**src/flash_seq_defs.svh**
```systemverilog
/*
  Constants for the serial flash instruction sequencer: instruction codes,
  status bit positions, reset values and self-timed delays.
  Assumes it is included by its bare name before any module that uses it.
*/
`ifndef FLASH_SEQ_DEFS_SVH
`define FLASH_SEQ_DEFS_SVH

// Core clock rate in MHz
`define CORE_CLK_MHZ 200

// Instruction codes
`define OP_WRITE_ENABLE 8'h06
`define OP_STATUS_READ 8'h05
`define OP_ARRAY_ERASE 8'hc7
`define OP_SLEEP_ENTRY 8'hb9
`define OP_WAKE_SIG 8'hab
`define OP_PARAM_READ 8'h53
`define OP_PARAM_FAST 8'h5b

// Status byte field positions
`define ST_WIP_BIT 0
`define ST_WEL_BIT 1
`define ST_BP_LSB 2

// Reset value of every parameter page byte
`define PARAM_RESET_BYTE 8'hff

// Bit counts of the serial fields, minus one
`define OPCODE_LAST 5'd7
`define ADDR_LAST 5'd23
`define FAST_DUMMY_LAST 5'd7
`define SIG_DUMMY_LAST 5'd23

// Self-timed delays in their own units
`define ARRAY_ERASE_TIME_US 100000
`define SLEEP_ENTRY_DELAY_NS 3000
`define WAKE_DELAY_NS 3000

`endif

```
**src/flash_seq_pkg.sv**
```systemverilog
/*
  Types for the serial flash instruction sequencer.
  Assumes nothing beyond a SystemVerilog compiler.
*/
package flash_seq_pkg;

  // Phase of the serial frame
  typedef enum logic [2:0] {
    PH_OPCODE,
    PH_ADDR,
    PH_DUMMY,
    PH_OUT,
    PH_IGNORE
  } frame_phase_t;

  // Self-timed operation in progress
  typedef enum logic [1:0] {
    TM_NONE,
    TM_ERASE,
    TM_SLEEP,
    TM_WAKE
  } timer_mode_t;

endpackage

```
**src/serial_flash_seq.sv**
```systemverilog
/*
  Serial flash instruction sequencer: whole array erase, deep sleep entry,
  wake with signature readout, status readout and parameter page reads.
  Assumes the serial link pins arrive asynchronously to core_clk_in, that
  the serial clock runs well below a quarter of the core clock, and that
  the array, the block protect bits and other write cycles live elsewhere.
*/
// What this block does
// Whole array erase sets array to ones
// Erase needs write enable latch set
// Host sends erase opcode only, select low
// Select rise starts timed erase cycle
// Status readable, progress bit during erase
// Write enable latch cleared before finish
// Erase only when all protect bits zero
// Select rise after opcode starts sleep
// Wait sleep entry delay, then sleep
// Asleep: ignore all but wake command
// Sleep entry rejected during busy cycle
// Wake: three dummy bytes, then signature
// Signature repeats while select low
// Wake not decoded during busy cycle
// Wake while awake returns immediately
// Wake from sleep delayed by wake delay
// Early select rise still wakes device
// Page read: opcode then 24 address bits
// Only low eight address bits used
// MSB first, address increments and wraps
// Read ends on select high, busy rejects
// Fast read adds one dummy byte
`timescale 1ns/1ps
`include "flash_seq_defs.svh"

////////////////////////////////////////////////////////////////////////////
// Output byte FIFO with flush
module byte_fifo #(
  parameter int WIDTH = 8,
  parameter int DEPTH = 8
) (
  // Clock and reset
  input wire logic clk_in,
  input wire logic reset_in,
  input wire logic flush_in,
  // Fill side
  input wire logic in_valid_in,
  output logic in_ready_out,
  input wire logic [WIDTH-1:0] in_data_in,
  // Drain side
  output logic out_valid_out,
  input wire logic out_ready_in,
  output logic [WIDTH-1:0] out_data_out
);
  localparam int AW = $clog2(DEPTH);

  logic [WIDTH-1:0] mem_reg [DEPTH]; // Storage words
  logic [AW-1:0] wr_ptr_reg; // Next slot to fill
  logic [AW-1:0] rd_ptr_reg; // Next slot to drain
  logic [AW:0] count_reg; // Words held
  logic push; // Word taken in
  logic pop; // Word handed out

  assign in_ready_out = (count_reg != AW'(0) + (AW+1)'(DEPTH)) ? 1'b1 : 1'b0;
  assign out_valid_out = (count_reg != '0);
  assign out_data_out = mem_reg[rd_ptr_reg];
  assign push = in_valid_in & in_ready_out;
  assign pop = out_valid_out & out_ready_in;

  // Storage write, no reset needed on data
  always_ff @(posedge clk_in) begin
    if (push) begin
      mem_reg[wr_ptr_reg] <= in_data_in;
    end
  end

  // Pointers and occupancy
  always_ff @(posedge clk_in or posedge reset_in) begin
    if (reset_in) begin
      wr_ptr_reg <= '0;
      rd_ptr_reg <= '0;
      count_reg <= '0;
    end else if (flush_in) begin
      wr_ptr_reg <= '0;
      rd_ptr_reg <= '0;
      count_reg <= '0;
    end else begin
      if (push) begin
        wr_ptr_reg <= (wr_ptr_reg == AW'(DEPTH - 1)) ? '0 : wr_ptr_reg + 1'b1;
      end
      if (pop) begin
        rd_ptr_reg <= (rd_ptr_reg == AW'(DEPTH - 1)) ? '0 : rd_ptr_reg + 1'b1;
      end
      count_reg <= count_reg + (AW+1)'(push) - (AW+1)'(pop);
    end
  end
endmodule

////////////////////////////////////////////////////////////////////////////
// Sequencer top
module serial_flash_seq #(
  parameter int ERASE_CYCLES = `ARRAY_ERASE_TIME_US * `CORE_CLK_MHZ,
  parameter int SLEEP_CYCLES =
    (`SLEEP_ENTRY_DELAY_NS * `CORE_CLK_MHZ + 999) / 1000,
  parameter int WAKE_CYCLES = (`WAKE_DELAY_NS * `CORE_CLK_MHZ + 999) / 1000,
  parameter logic [7:0] SIGNATURE = 8'h5a, // Arbitrary value
  parameter int FIFO_DEPTH = 8
) (
  // Clock and reset
  input wire logic core_clk_in,
  input wire logic reset_in,
  // Serial link pins
  input wire logic chip_select_n_in,
  input wire logic sck_in,
  input wire logic serial_in,
  output logic serial_out,
  output logic serial_oe_out,
  // Protection and other write machines
  input wire logic [2:0] block_protect_in,
  input wire logic other_cycle_busy_in,
  // Parameter page load port
  input wire logic param_load_en_in,
  input wire logic [7:0] param_load_addr_in,
  input wire logic [7:0] param_load_data_in,
  // Status and array control
  output logic write_enable_latch_out,
  output logic write_in_progress_flag_out,
  output logic deep_sleep_out,
  output logic whole_array_erase_out
);
  import flash_seq_pkg::*;

  //////////////////////////////////////////////////////////////////////////
  // Pin synchronisers
  logic cs_s1_reg, cs_s2_reg, cs_s3_reg; // Select stages
  logic sck_s1_reg, sck_s2_reg, sck_s3_reg; // Clock stages
  logic si_s1_reg, si_s2_reg; // Data stages

  // Two flops per pin, third stage only for edge finding
  always_ff @(posedge core_clk_in or posedge reset_in) begin
    if (reset_in) begin
      cs_s1_reg <= 1'b1;
      cs_s2_reg <= 1'b1;
      cs_s3_reg <= 1'b1;
      sck_s1_reg <= 1'b0;
      sck_s2_reg <= 1'b0;
      sck_s3_reg <= 1'b0;
      si_s1_reg <= 1'b0;
      si_s2_reg <= 1'b0;
    end else begin
      cs_s1_reg <= chip_select_n_in;
      cs_s2_reg <= cs_s1_reg;
      cs_s3_reg <= cs_s2_reg;
      sck_s1_reg <= sck_in;
      sck_s2_reg <= sck_s1_reg;
      sck_s3_reg <= sck_s2_reg;
      si_s1_reg <= serial_in;
      si_s2_reg <= si_s1_reg;
    end
  end

  wire sck_rise = sck_s2_reg & ~sck_s3_reg & ~cs_s2_reg; // Data latch edge
  wire sck_fall = ~sck_s2_reg & sck_s3_reg & ~cs_s2_reg; // Data shift edge
  wire cs_rise = cs_s2_reg & ~cs_s3_reg; // End of frame

  //////////////////////////////////////////////////////////////////////////
  // State declarations
  frame_phase_t phase_reg; // Frame phase
  logic [4:0] cnt_reg; // Bit count inside a field
  logic [3:0] total_reg; // Frame bits, saturating
  logic [7:0] opcode_reg; // Captured instruction
  logic [7:0] in_shift_reg; // Opcode shifter
  logic [7:0] addr_reg; // Page byte location
  timer_mode_t tmode_reg; // Self-timed operation
  logic [31:0] timer_reg; // Cycles left
  logic wel_reg; // Write enable latch
  logic sleep_reg; // Deep sleep state
  logic erase_pulse_reg; // Array fill pulse
  logic [7:0] out_shift_reg; // Serial output byte
  logic [2:0] out_bit_reg; // Bits left in byte
  logic so_reg; // Serial output bit
  logic oe_reg; // Output driven
  logic [7:0] param_mem_reg [256]; // Parameter page

  //////////////////////////////////////////////////////////////////////////
  // Decoding
  wire busy = (tmode_reg == TM_ERASE) | other_cycle_busy_in;
  wire asleep = sleep_reg | (tmode_reg == TM_SLEEP) | (tmode_reg == TM_WAKE);
  wire [7:0] op_next = {in_shift_reg[6:0], si_s2_reg};
  wire exact8 = (total_reg == 4'd8); // Opcode only, no extra bits
  wire got_op = (total_reg >= 4'd8);
  wire op_is_read = (op_next == `OP_PARAM_READ) | (op_next == `OP_PARAM_FAST);
  wire [4:0] dummy_last =
    (opcode_reg == `OP_WAKE_SIG) ? `SIG_DUMMY_LAST : `FAST_DUMMY_LAST;
  wire [7:0] status_byte =
    {3'h0, block_protect_in, wel_reg, busy};

  // Phase after the opcode byte
  function automatic frame_phase_t op_phase(input logic [7:0] op,
                                            input logic slp,
                                            input logic bsy);
    frame_phase_t ph;
    ph = PH_IGNORE;
    if ((op == `OP_PARAM_READ || op == `OP_PARAM_FAST) && !slp && !bsy) begin
      ph = PH_ADDR;
    end else if (op == `OP_WAKE_SIG && !bsy) begin
      ph = PH_DUMMY;
    end else if (op == `OP_STATUS_READ && !slp) begin
      ph = PH_OUT;
    end
    return ph;
  endfunction

  // Frame end actions
  wire write_enable_cmd_ok = cs_rise & exact8 & (opcode_reg == `OP_WRITE_ENABLE) &
    ~asleep & ~busy;
  wire erase_ok = cs_rise & exact8 & (opcode_reg == `OP_ARRAY_ERASE) &
    wel_reg & (block_protect_in == 3'h0) & ~asleep & ~busy;
  wire sleep_ok = cs_rise & exact8 & (opcode_reg == `OP_SLEEP_ENTRY) &
    ~asleep & ~busy;
  wire wake_ok = cs_rise & got_op & (opcode_reg == `OP_WAKE_SIG) &
    ~busy;

  //////////////////////////////////////////////////////////////////////////
  // Output byte path
  logic fifo_in_ready; // Room in FIFO
  logic fifo_out_valid; // Byte waiting
  logic [7:0] fifo_out_data; // Head byte
  wire src_param = (opcode_reg == `OP_PARAM_READ) |
    (opcode_reg == `OP_PARAM_FAST);
  wire [7:0] fetch_data = src_param ? param_mem_reg[addr_reg] :
    (opcode_reg == `OP_WAKE_SIG) ? SIGNATURE : status_byte;
  wire fetch_valid = (phase_reg == PH_OUT) & ~cs_s2_reg & ~sck_rise;
  wire fetch_fire = fetch_valid & fifo_in_ready;
  wire byte_start = sck_fall & (phase_reg == PH_OUT) & (out_bit_reg == 3'd0);
  wire pop = byte_start & fifo_out_valid;

  byte_fifo #(
    .WIDTH(8),
    .DEPTH(FIFO_DEPTH)
  ) out_fifo (
    .clk_in(core_clk_in),
    .reset_in(reset_in),
    .flush_in(cs_s2_reg),
    .in_valid_in(fetch_valid),
    .in_ready_out(fifo_in_ready),
    .in_data_in(fetch_data),
    .out_valid_out(fifo_out_valid),
    .out_ready_in(pop),
    .out_data_out(fifo_out_data)
  );

  //////////////////////////////////////////////////////////////////////////
  // Parameter page storage, one generate slice per byte
  genvar gi;
  generate
    for (gi = 0; gi < 256; gi++) begin : g_page
      always_ff @(posedge core_clk_in or posedge reset_in) begin
        if (reset_in) begin
          param_mem_reg[gi] <= `PARAM_RESET_BYTE;
        end else if (param_load_en_in && param_load_addr_in == 8'(gi)) begin
          param_mem_reg[gi] <= param_load_data_in;
        end
      end
    end
  endgenerate

  //////////////////////////////////////////////////////////////////////////
  // Frame sequencer: opcode, address and dummy fields
  always_ff @(posedge core_clk_in or posedge reset_in) begin
    if (reset_in) begin
      phase_reg <= PH_OPCODE;
      cnt_reg <= 5'd0;
      total_reg <= 4'd0;
      opcode_reg <= 8'h00;
      in_shift_reg <= 8'h00;
      addr_reg <= 8'h00;
    end else if (cs_s2_reg) begin
      // Deselected: frame over, reads end here
      phase_reg <= PH_OPCODE;
      cnt_reg <= 5'd0;
      total_reg <= 4'd0;
    end else if (sck_rise) begin
      total_reg <= (total_reg == 4'hf) ? total_reg : total_reg + 4'd1;
      in_shift_reg <= op_next;
      case (phase_reg)
        PH_OPCODE: begin
          if (cnt_reg == `OPCODE_LAST) begin
            opcode_reg <= op_next;
            phase_reg <= op_phase(op_next, asleep, busy);
            cnt_reg <= 5'd0;
          end else begin
            cnt_reg <= cnt_reg + 5'd1;
          end
        end
        PH_ADDR: begin
          // Upper sixteen bits fall out of the byte shifter
          addr_reg <= {addr_reg[6:0], si_s2_reg};
          if (cnt_reg == `ADDR_LAST) begin
            phase_reg <= (opcode_reg == `OP_PARAM_FAST) ? PH_DUMMY :
              PH_OUT;
            cnt_reg <= 5'd0;
          end else begin
            cnt_reg <= cnt_reg + 5'd1;
          end
        end
        PH_DUMMY: begin
          if (cnt_reg == dummy_last) begin
            phase_reg <= PH_OUT;
            cnt_reg <= 5'd0;
          end else begin
            cnt_reg <= cnt_reg + 5'd1;
          end
        end
        default: begin
          phase_reg <= phase_reg;
        end
      endcase
    end else if (fetch_fire && src_param) begin
      // Next page byte, wraps at the page end
      addr_reg <= addr_reg + 8'd1;
    end
  end

  //////////////////////////////////////////////////////////////////////////
  // Serial output shifter, MSB first on falling clock
  always_ff @(posedge core_clk_in or posedge reset_in) begin
    if (reset_in) begin
      out_shift_reg <= 8'h00;
      out_bit_reg <= 3'd0;
      so_reg <= 1'b0;
      oe_reg <= 1'b0;
    end else if (cs_s2_reg) begin
      out_bit_reg <= 3'd0;
      oe_reg <= 1'b0;
    end else if (byte_start) begin
      // Load next byte; an empty FIFO sends ones
      so_reg <= fifo_out_valid ? fifo_out_data[7] : 1'b1;
      out_shift_reg <= fifo_out_valid ? {fifo_out_data[6:0], 1'b0} : 8'hfe;
      out_bit_reg <= 3'd7;
      oe_reg <= 1'b1;
    end else if (sck_fall && phase_reg == PH_OUT) begin
      so_reg <= out_shift_reg[7];
      out_shift_reg <= {out_shift_reg[6:0], 1'b0};
      out_bit_reg <= out_bit_reg - 3'd1;
    end
  end

  //////////////////////////////////////////////////////////////////////////
  // Write enable latch, timers, sleep state
  always_ff @(posedge core_clk_in or posedge reset_in) begin
    if (reset_in) begin
      wel_reg <= 1'b0;
      tmode_reg <= TM_NONE;
      timer_reg <= 32'h0;
      sleep_reg <= 1'b0;
      erase_pulse_reg <= 1'b0;
    end else begin
      erase_pulse_reg <= 1'b0;
      if (write_enable_cmd_ok) begin
        wel_reg <= 1'b1;
      end
      if (erase_ok) begin
        // Latch drops as the cycle starts
        wel_reg <= 1'b0;
        tmode_reg <= TM_ERASE;
        timer_reg <= 32'(ERASE_CYCLES - 1);
      end else if (sleep_ok) begin
        tmode_reg <= TM_SLEEP;
        timer_reg <= 32'(SLEEP_CYCLES - 1);
      end else if (wake_ok && sleep_reg) begin
        tmode_reg <= TM_WAKE;
        timer_reg <= 32'(WAKE_CYCLES - 1);
      end else if (wake_ok && tmode_reg == TM_SLEEP) begin
        // Wake during entry delay cancels it at once
        tmode_reg <= TM_NONE;
      end else if (tmode_reg != TM_NONE) begin
        if (timer_reg == 32'h0) begin
          case (tmode_reg)
            TM_ERASE: erase_pulse_reg <= 1'b1;
            TM_SLEEP: sleep_reg <= 1'b1;
            TM_WAKE: sleep_reg <= 1'b0;
            default: sleep_reg <= sleep_reg;
          endcase
          tmode_reg <= TM_NONE;
        end else begin
          timer_reg <= timer_reg - 32'h1;
        end
      end
    end
  end

  //////////////////////////////////////////////////////////////////////////
  // Registered outputs
  always_ff @(posedge core_clk_in or posedge reset_in) begin
    if (reset_in) begin
      write_in_progress_flag_out <= 1'b0;
      deep_sleep_out <= 1'b0;
    end else begin
      write_in_progress_flag_out <= (tmode_reg == TM_ERASE);
      deep_sleep_out <= asleep;
    end
  end

  assign serial_out = so_reg;
  assign serial_oe_out = oe_reg;
  assign write_enable_latch_out = wel_reg;
  assign whole_array_erase_out = erase_pulse_reg;
endmodule

```
**config.mk**
```make
export PLATFORM = sky130hd
export DESIGN_NAME = serial_flash_seq
export DESIGN_NICKNAME = d
export VERILOG_FILES = /design/src/flash_seq_pkg.sv /design/src/serial_flash_seq.sv
export VERILOG_INCLUDE_DIRS = /design/src
export SDC_FILE = /design/constraint.sdc
export NUM_CORES = 2
export LEC_CHECK = 0
export BUFFER_PORTS_ARGS = -buffer_cell sky130_fd_sc_hd__buf_4
export CAP_MARGIN = 20
export CORE_ASPECT_RATIO = 0.8
export CORE_MARGIN = 2
export CORE_UTILIZATION = 30
export CTS_CLUSTER_DIAMETER = 200
export DETAILED_ROUTE_END_ITERATION = 10
export PLACE_DENSITY = 0.45
export RECOVER_POWER = 100
export SLEW_MARGIN = 20
export SYNTH_ARGS = -nofsm -noshare
export SYNTH_HDL_FRONTEND = slang
export SYNTH_HIERARCHICAL = 1
export SYNTH_SLANG_ARGS = --single-unit
```
**constraint.sdc**
```tcl
create_clock -name core_clk_in -period 113.2 [get_ports core_clk_in]
set_clock_uncertainty 0.1 [all_clocks]
set_input_delay 22.64 -clock core_clk_in [delete_from_list [all_inputs] [get_ports core_clk_in]]
set_output_delay 22.64 -clock core_clk_in [all_outputs]
set_load 0.05 [all_outputs]
```
## Word level (Yosys, flattened, before mapping)

Memories as Yosys holds them, arrays and structs flattened.
Cells that the tools add are included.

- Memory bits (read-only): 0
- RAM bits: 64
- Output and inout port bits: 6
- Logic and storage cells: 993
- Register bits: 2153
- Memories kept: 1
- Bits in latches: 0
- Input port bits: 26

Memories:

| memory | depth | width | read ports | clocked after Yosys merged registers in | wr ports | line | text |
|---|---|---|---|---|---|---|---|
| out_fifo.mem_reg | 8 | 8 | 1 | 0 | 1 | serial_flash_seq.sv:55 | `logic [WIDTH-1:0] mem_reg [DEPTH];` |

- Shift operators: 0
- Mux-type cells: 71
- Bitwise logic cells: 43
- Equality and inequality tests: 286
- $lt $le $gt $ge: 2
- Divide/modulo/power cells: 0
- $add $sub $neg: 9
- Multiply operators: 0
- Reduce and logical (&&, ||, !) cells: 297

Operators by type and width:

| kind | count |
|---|---|
| 8-bit == test (second input constant) | 132 |
| 8-bit by 7-bit == test with 1-bit output (second input constant) | 68 |
| 1-bit logical AND | 264 |
| 8-bit by 6-bit == test with 1-bit output (second input constant) | 32 |
| 32-bit two-way mux | 6 |
| 8-bit by 5-bit == test with 1-bit output (second input constant) | 16 |
| 8-bit two-way mux | 9 |
| 8-bit binary-select mux with 8-bit select | 1 |
| 8-bit by 4-bit == test with 1-bit output (second input constant) | 8 |
| 3-bit two-way mux | 17 |
| 8-bit by 3-bit == test with 1-bit output (second input constant) | 6 |
| 32-bit zero test | 1 |
| 32-bit by 1-bit subtractor with 32-bit output (second input constant) | 1 |
| 5-bit two-way mux | 6 |
| 1-bit bitwise AND | 27 |
| 1-bit two-way mux | 18 |
| 2-bit nonzero test | 9 |
| 8-bit by 2-bit == test with 1-bit output (second input constant) | 2 |
| 4-bit two-way mux | 4 |
| 5-bit one-hot mux with 3 select lines | 1 |
| 2-bit two-way mux | 6 |
| 4-bit != test (second input constant) | 3 |
| 4-bit nonzero test | 3 |
| 1-bit NOT | 11 |
| 38 further kinds | 57 |

## Longest topological paths before layout

- Depth in word-level cells: 12
- Depth in mapped cells: 14
- Depth with buffers taken out: 12

## By module

The synthesis kept the hierarchy.

By module, submodules not included:

| module | area an instance (um2) | instances | cells an instance |
|---|---|---|---|
| serial_flash_seq | 100849.2 | 1 | 6555 |
| byte_fifo | 3160.5 | 1 | 169 |

## Least setup slack after synthesis

Ideal clock, no wire load.

- Path type: in2reg
- Start: in param_load_addr_in[3]
- End: reg param_mem_reg[1016] (netlist name)
- Data required time: 113018 ps
- Buffers on the path: 1
- Setup slack: 88623 ps
- Cell stages on the path: 5
- Data arrival time: 24395 ps
- Setup time: 82 ps
- Cell sequence: or3b_2 > nor3_1 > clkbuf_1 > nand2_1 > mux2_2

- Longest elaborated chain between the ends: 2

RTL lines:

| element | line | text |
|---|---|---|
| from (decl) | serial_flash_seq.sv:121 | `input wire logic [7:0] param_load_addr_in,` |
| 8-bit == test | serial_flash_seq.sv:259 | `end else if (param_load_en_in && param_load_addr_in == 8'(gi)) begin` |
| 1-bit logical AND | serial_flash_seq.sv:259 |  |
| to (signal, indexed assignment) | serial_flash_seq.sv:258 | `` param_mem_reg[gi] <= `PARAM_RESET_BYTE; `` |
| to (signal, indexed assignment) | serial_flash_seq.sv:260 | `param_mem_reg[gi] <= param_load_data_in;` |
| to (decl) | serial_flash_seq.sv:181 | `logic [7:0] param_mem_reg [256];` |

No other way between the ends.
A chain may end at the register's enable or synchronous reset.

==> impl_metrics.py <==
metrics = {
    "outcome": {
        "status": "finished, violations left",
        "violations": "max-capacitance violations, max-slew violations",
    },
    "timing": {
        "slew_headroom_pct": -466,
        "rsz0062_at_grt": "false",
        "tns_ns": 0,
        "setup_violations": 0,
        "finalHoldViolCount": 0,
        "tightest_slew_ns": 8.49,
        "clock.fmax_mhz": 24.0,
        "finalMaxSlewViolations": 2792,
        "timing.final.crit_share_pct": 36.8,
        "fin_crit_ns": 41.67,
    },
    "final_layout": {
        "nets": 6683,
        "drive_above_1_share_pct": 74.5,
        "multi_input_comb_area_mm2": 0.0433,
        "largest_register_ffs": 2048,
        "seq_area_mm2": 0.0584,
        "post-route-util_pct": 33.7,
        "syn_to_final_growth_pct": 11.9,
        "nFillCells": 33387,
    },
    "critical_path": {
        "worstSetupEndpointType": "async pin",
        "timing.critical_path.mode_cell": "clkbuf_1",
        "critPathSlowestCell": "clkbuf_1",
        "cp_top_family": "buffers and inverters",
        "required_ns": 114.23,
        "worstPathCellList": "clkbuf_1 -> clkinvlp_2 -> clkbuf_1 -> clkbuf_1 -> clkbuf_1 -> clkbuf_1 -> clkbuf_1",
        "worstSetupStartpointType": "primary input",
        "cp_num_buf_inv": 7,
        "worstSetupPathType": "primary input to async pin",
        "cp_max_fo": 166,
        "cp_slowest_stage_delay_ns": 6.10,
        "cp.arrival_ns": 42.70,
    },
    "clock_tree": {
        "cts_hold_buf": 0,
        "clockBufferDepth": 4,
        "post_cts_buffers": 0,
        "clock_latency_ns": 0.93,
        "numCtsBuffers": 238,
        "cts_tree": "done",
        "htree_levels": 4,
        "root_buffer": "clkbuf_16",
        "clock_sinks": 2216,
        "clkTransAtPathRegs_ns": 0.06,
        "cts_resized": 0,
    },
    "synthesis": {
        "syn-cell-area_mm2": 0.104,
        "synth_top_family_by_area": "multiplexers",
        "synth_cell_types": 86,
        "synth_compound_area_share_pct": 2.86,
        "synth-adder-area-share_pct": 0.224,
        "yosysWarnings": 6,
        "synthSimpleGateAreaFrac_pct": 3.29,
        "synth_nets": 6768,
        "syn_avg_cell_area_um2": 15.5,
        "yosysTopAreaCellShare_pct": 51.8,
        "synthArstFlopShare_pct": 97.1,
        "synth_edf_count": 64,
        "ys_ff_latch": 2216,
        "synthTopCellsByCount": "mux2_2 (2069), dfstp_2 (2051), mux4_2 (482), clkbuf_1 (344), nor2_1 (271)",
        "synth_top_cell_by_area": "dfstp_2",
        "synth_most_common_cell": "mux2_2",
        "ys.flop_type": "dfstp_2",
        "synth-xor-area-share_pct": 0.152,
        "synthMuxAreaShare_pct": 35.1,
        "ys_seq_area_share_pct": 56.1,
        "synth_area_leaders": "dfstp_2 (52%), mux2_2 (22%), mux4_2 (10%)",
        "netlist_instances": 6724,
    },
    "pwr": {
        "pwr_density_cell_mw_per_mm2": 15.6,
        "vdd_ir_drop_max_uv": 12.4,
        "total_power_mw": 1.81,
        "p_leak_nw": 44.7,
    },
    "placement": {
        "io_buffers": 31,
        "gp_congestion": 0.782,
        "hpwl_um": 205000,
    },
    "floorplanning": {
        "io_pins": 32,
        "dieArea_mm2": 0.351,
        "rows": 193,
        "start_util_pct": 30.1,
        "die_w_um": 662,
        "die_y_um": 531,
        "coreArea_mm2": 0.345,
    },
    "global_routing": {
        "track_usage_pct": 18.7,
        "grt_max_degree": 173,
        "antenna_found_initial": 18,
        "grt_overflow": 0,
        "grt_first_pass_wirelength_um": 479000,
        "grt_pass1_vias": 62058,
    },
    "drt": {
        "routed_wl_um": 331000,
        "ant_nets": 0,
        "initialDrtViolationCount": 3795,
        "vias": 59806,
        "vias_per_cell": 5.24,
        "wl_per_cell_um": 29.0,
        "drc": 0,
        "detail_route.first_pass.iterations": 5,
    },
    "job": {
        "maxCapViolCount": 53,
    },
    "hold_path": {
        "hp-class": "flop to flop",
    },
}
==> cells by family (layout without fill, tap and decap cells) <==
family          after synthesis  in the layout
flops                      2216           2216
xor+xnor                     18             18
simple gates                752            752
mux                        2755           2755
buf+inv                     524            623
compound gates              441            441
fa+ha+maj                    18             18
other cells                   0              8
==> layer usage <==
layer / vias up / global-route usage (%) / wire (um)
met5: - / 0 / 46
met4: 6 / 3.98 / 7120
met3: 401 / 3.03 / 16100
met2: 1182 / 28.1 / 146000
met1: 33228 / 28.2 / 162000
li1: 24989 / - / -
==> cell type report <==
class / count / share of cell area (%)
repair buffers: 164 / 0.977
well taps: 4582 / 4.93
multi-input cells: 3984 / 37.2
clock inverters: 45 / 0.382
diodes: 8 / 0.0172
clock buffers: 379 / 6.21
inverters: 35 / 0.118
flip-flops and latches: 2216 / 50.1
==> worst register-to-register path, stage by stage, from the launching register on <==
cell and delay, ns:
dfrtp_1 1.12, clkbuf_1 1.62, clkbuf_1 1.95, nor2b_1 1.60
clkbuf_1 0.90, a22o_1 0.44, a221oi_1 0.65, o221ai_1 0.33
a21oi_1 0.65, or3_1 0.36, nand3_1 0.31
==> path summary, 6_finish.rpt <==
| kind | startpoint | endpoint | slack [ns] | depth (start not counted) |
|---|---|---|---|---|
| min reg2reg | cs_s1_reg$_DFF_PP1_ | cs_s2_reg$_DFF_PP1_ | 0.26 | 0 |
| max reg2reg | addr_reg[3]$_DFFE_PP0P_ | out_fifo/mem_reg[1][4]$_DFFE_PP_ | 102.82 | 10 |
| min in group asynchronous | reset_in | out_fifo/count_reg[2]$_DFF_PP0_ | 21.67 | 2 |
| min | cs_s1_reg$_DFF_PP1_ | cs_s2_reg$_DFF_PP1_ | 0.26 | 0 |
| max | reset_in | param_mem_reg[1480]$_DFFE_PP1P_ | 71.53 | 7 |
| max in group core_clk_in | param_load_data_in[3] | param_mem_reg[291]$_DFFE_PP1P_ | 80.90 | 4 |
==> per-stage QoR <==
stage / instances / worst slack (ns) / hold WS [ns] / instance area [um^2]
CTS: 11401 / 86.36 / 0.264 / 117000
detailed placement: 10977 / 85.38 / 0.235 / 109000
finish: 11413 / 71.53 / 0.263 / 116000
global placement: 10977 / 85.56 / 0.250 / 109000
floorplan: 6724 / 33.34 / 0.231 / 104000
global route: 11408 / 67.49 / 0.265 / 116000
==> power breakdown <==
part           leakage, nW  switching, mW  total, mW  internal, mW
clock network         3.77          0.334      0.781         0.448
logic                 17.9         0.0881      0.150        0.0621
registers             23.1         0.0203      0.879         0.859
total                 44.7          0.442       1.81          1.37
==> cells in the final DEF (no fill, tap or decap), types with 10 or more instances in the layout <==
cell,netlist,layout
mux2_2,2069,2062
dfstp_2,2051,2051
mux4_2,482,482
nor2_1,271,270
nand2_1,251,250
clkbuf_16,0,240
mux2i_1,188,188
clkbuf_1,344,135
a21oi_1,102,102
dfrtp_1,101,96
buf_4,26,80
clkbuf_8,0,71
a22oi_1,65,65
edfxtp_1,64,64
o21ai_0,48,56
nand3_1,53,52
nor3_1,35,33
inv_1,31,30
a31oi_1,29,28
a221oi_1,27,27
o22ai_1,20,20
o31ai_1,21,20
clkinv_2,0,19
nand2b_1,18,18
nor2b_1,21,17
a211oi_1,17,17
ha_1,17,17
nor4_1,18,16
mux4_1,16,16
o211ai_1,11,11
xnor2_1,10,10
or3_1,10,10
clkinv_1,4,10
o221ai_1,10,10
No activity file was read; power rests on OpenSTA's default activity.
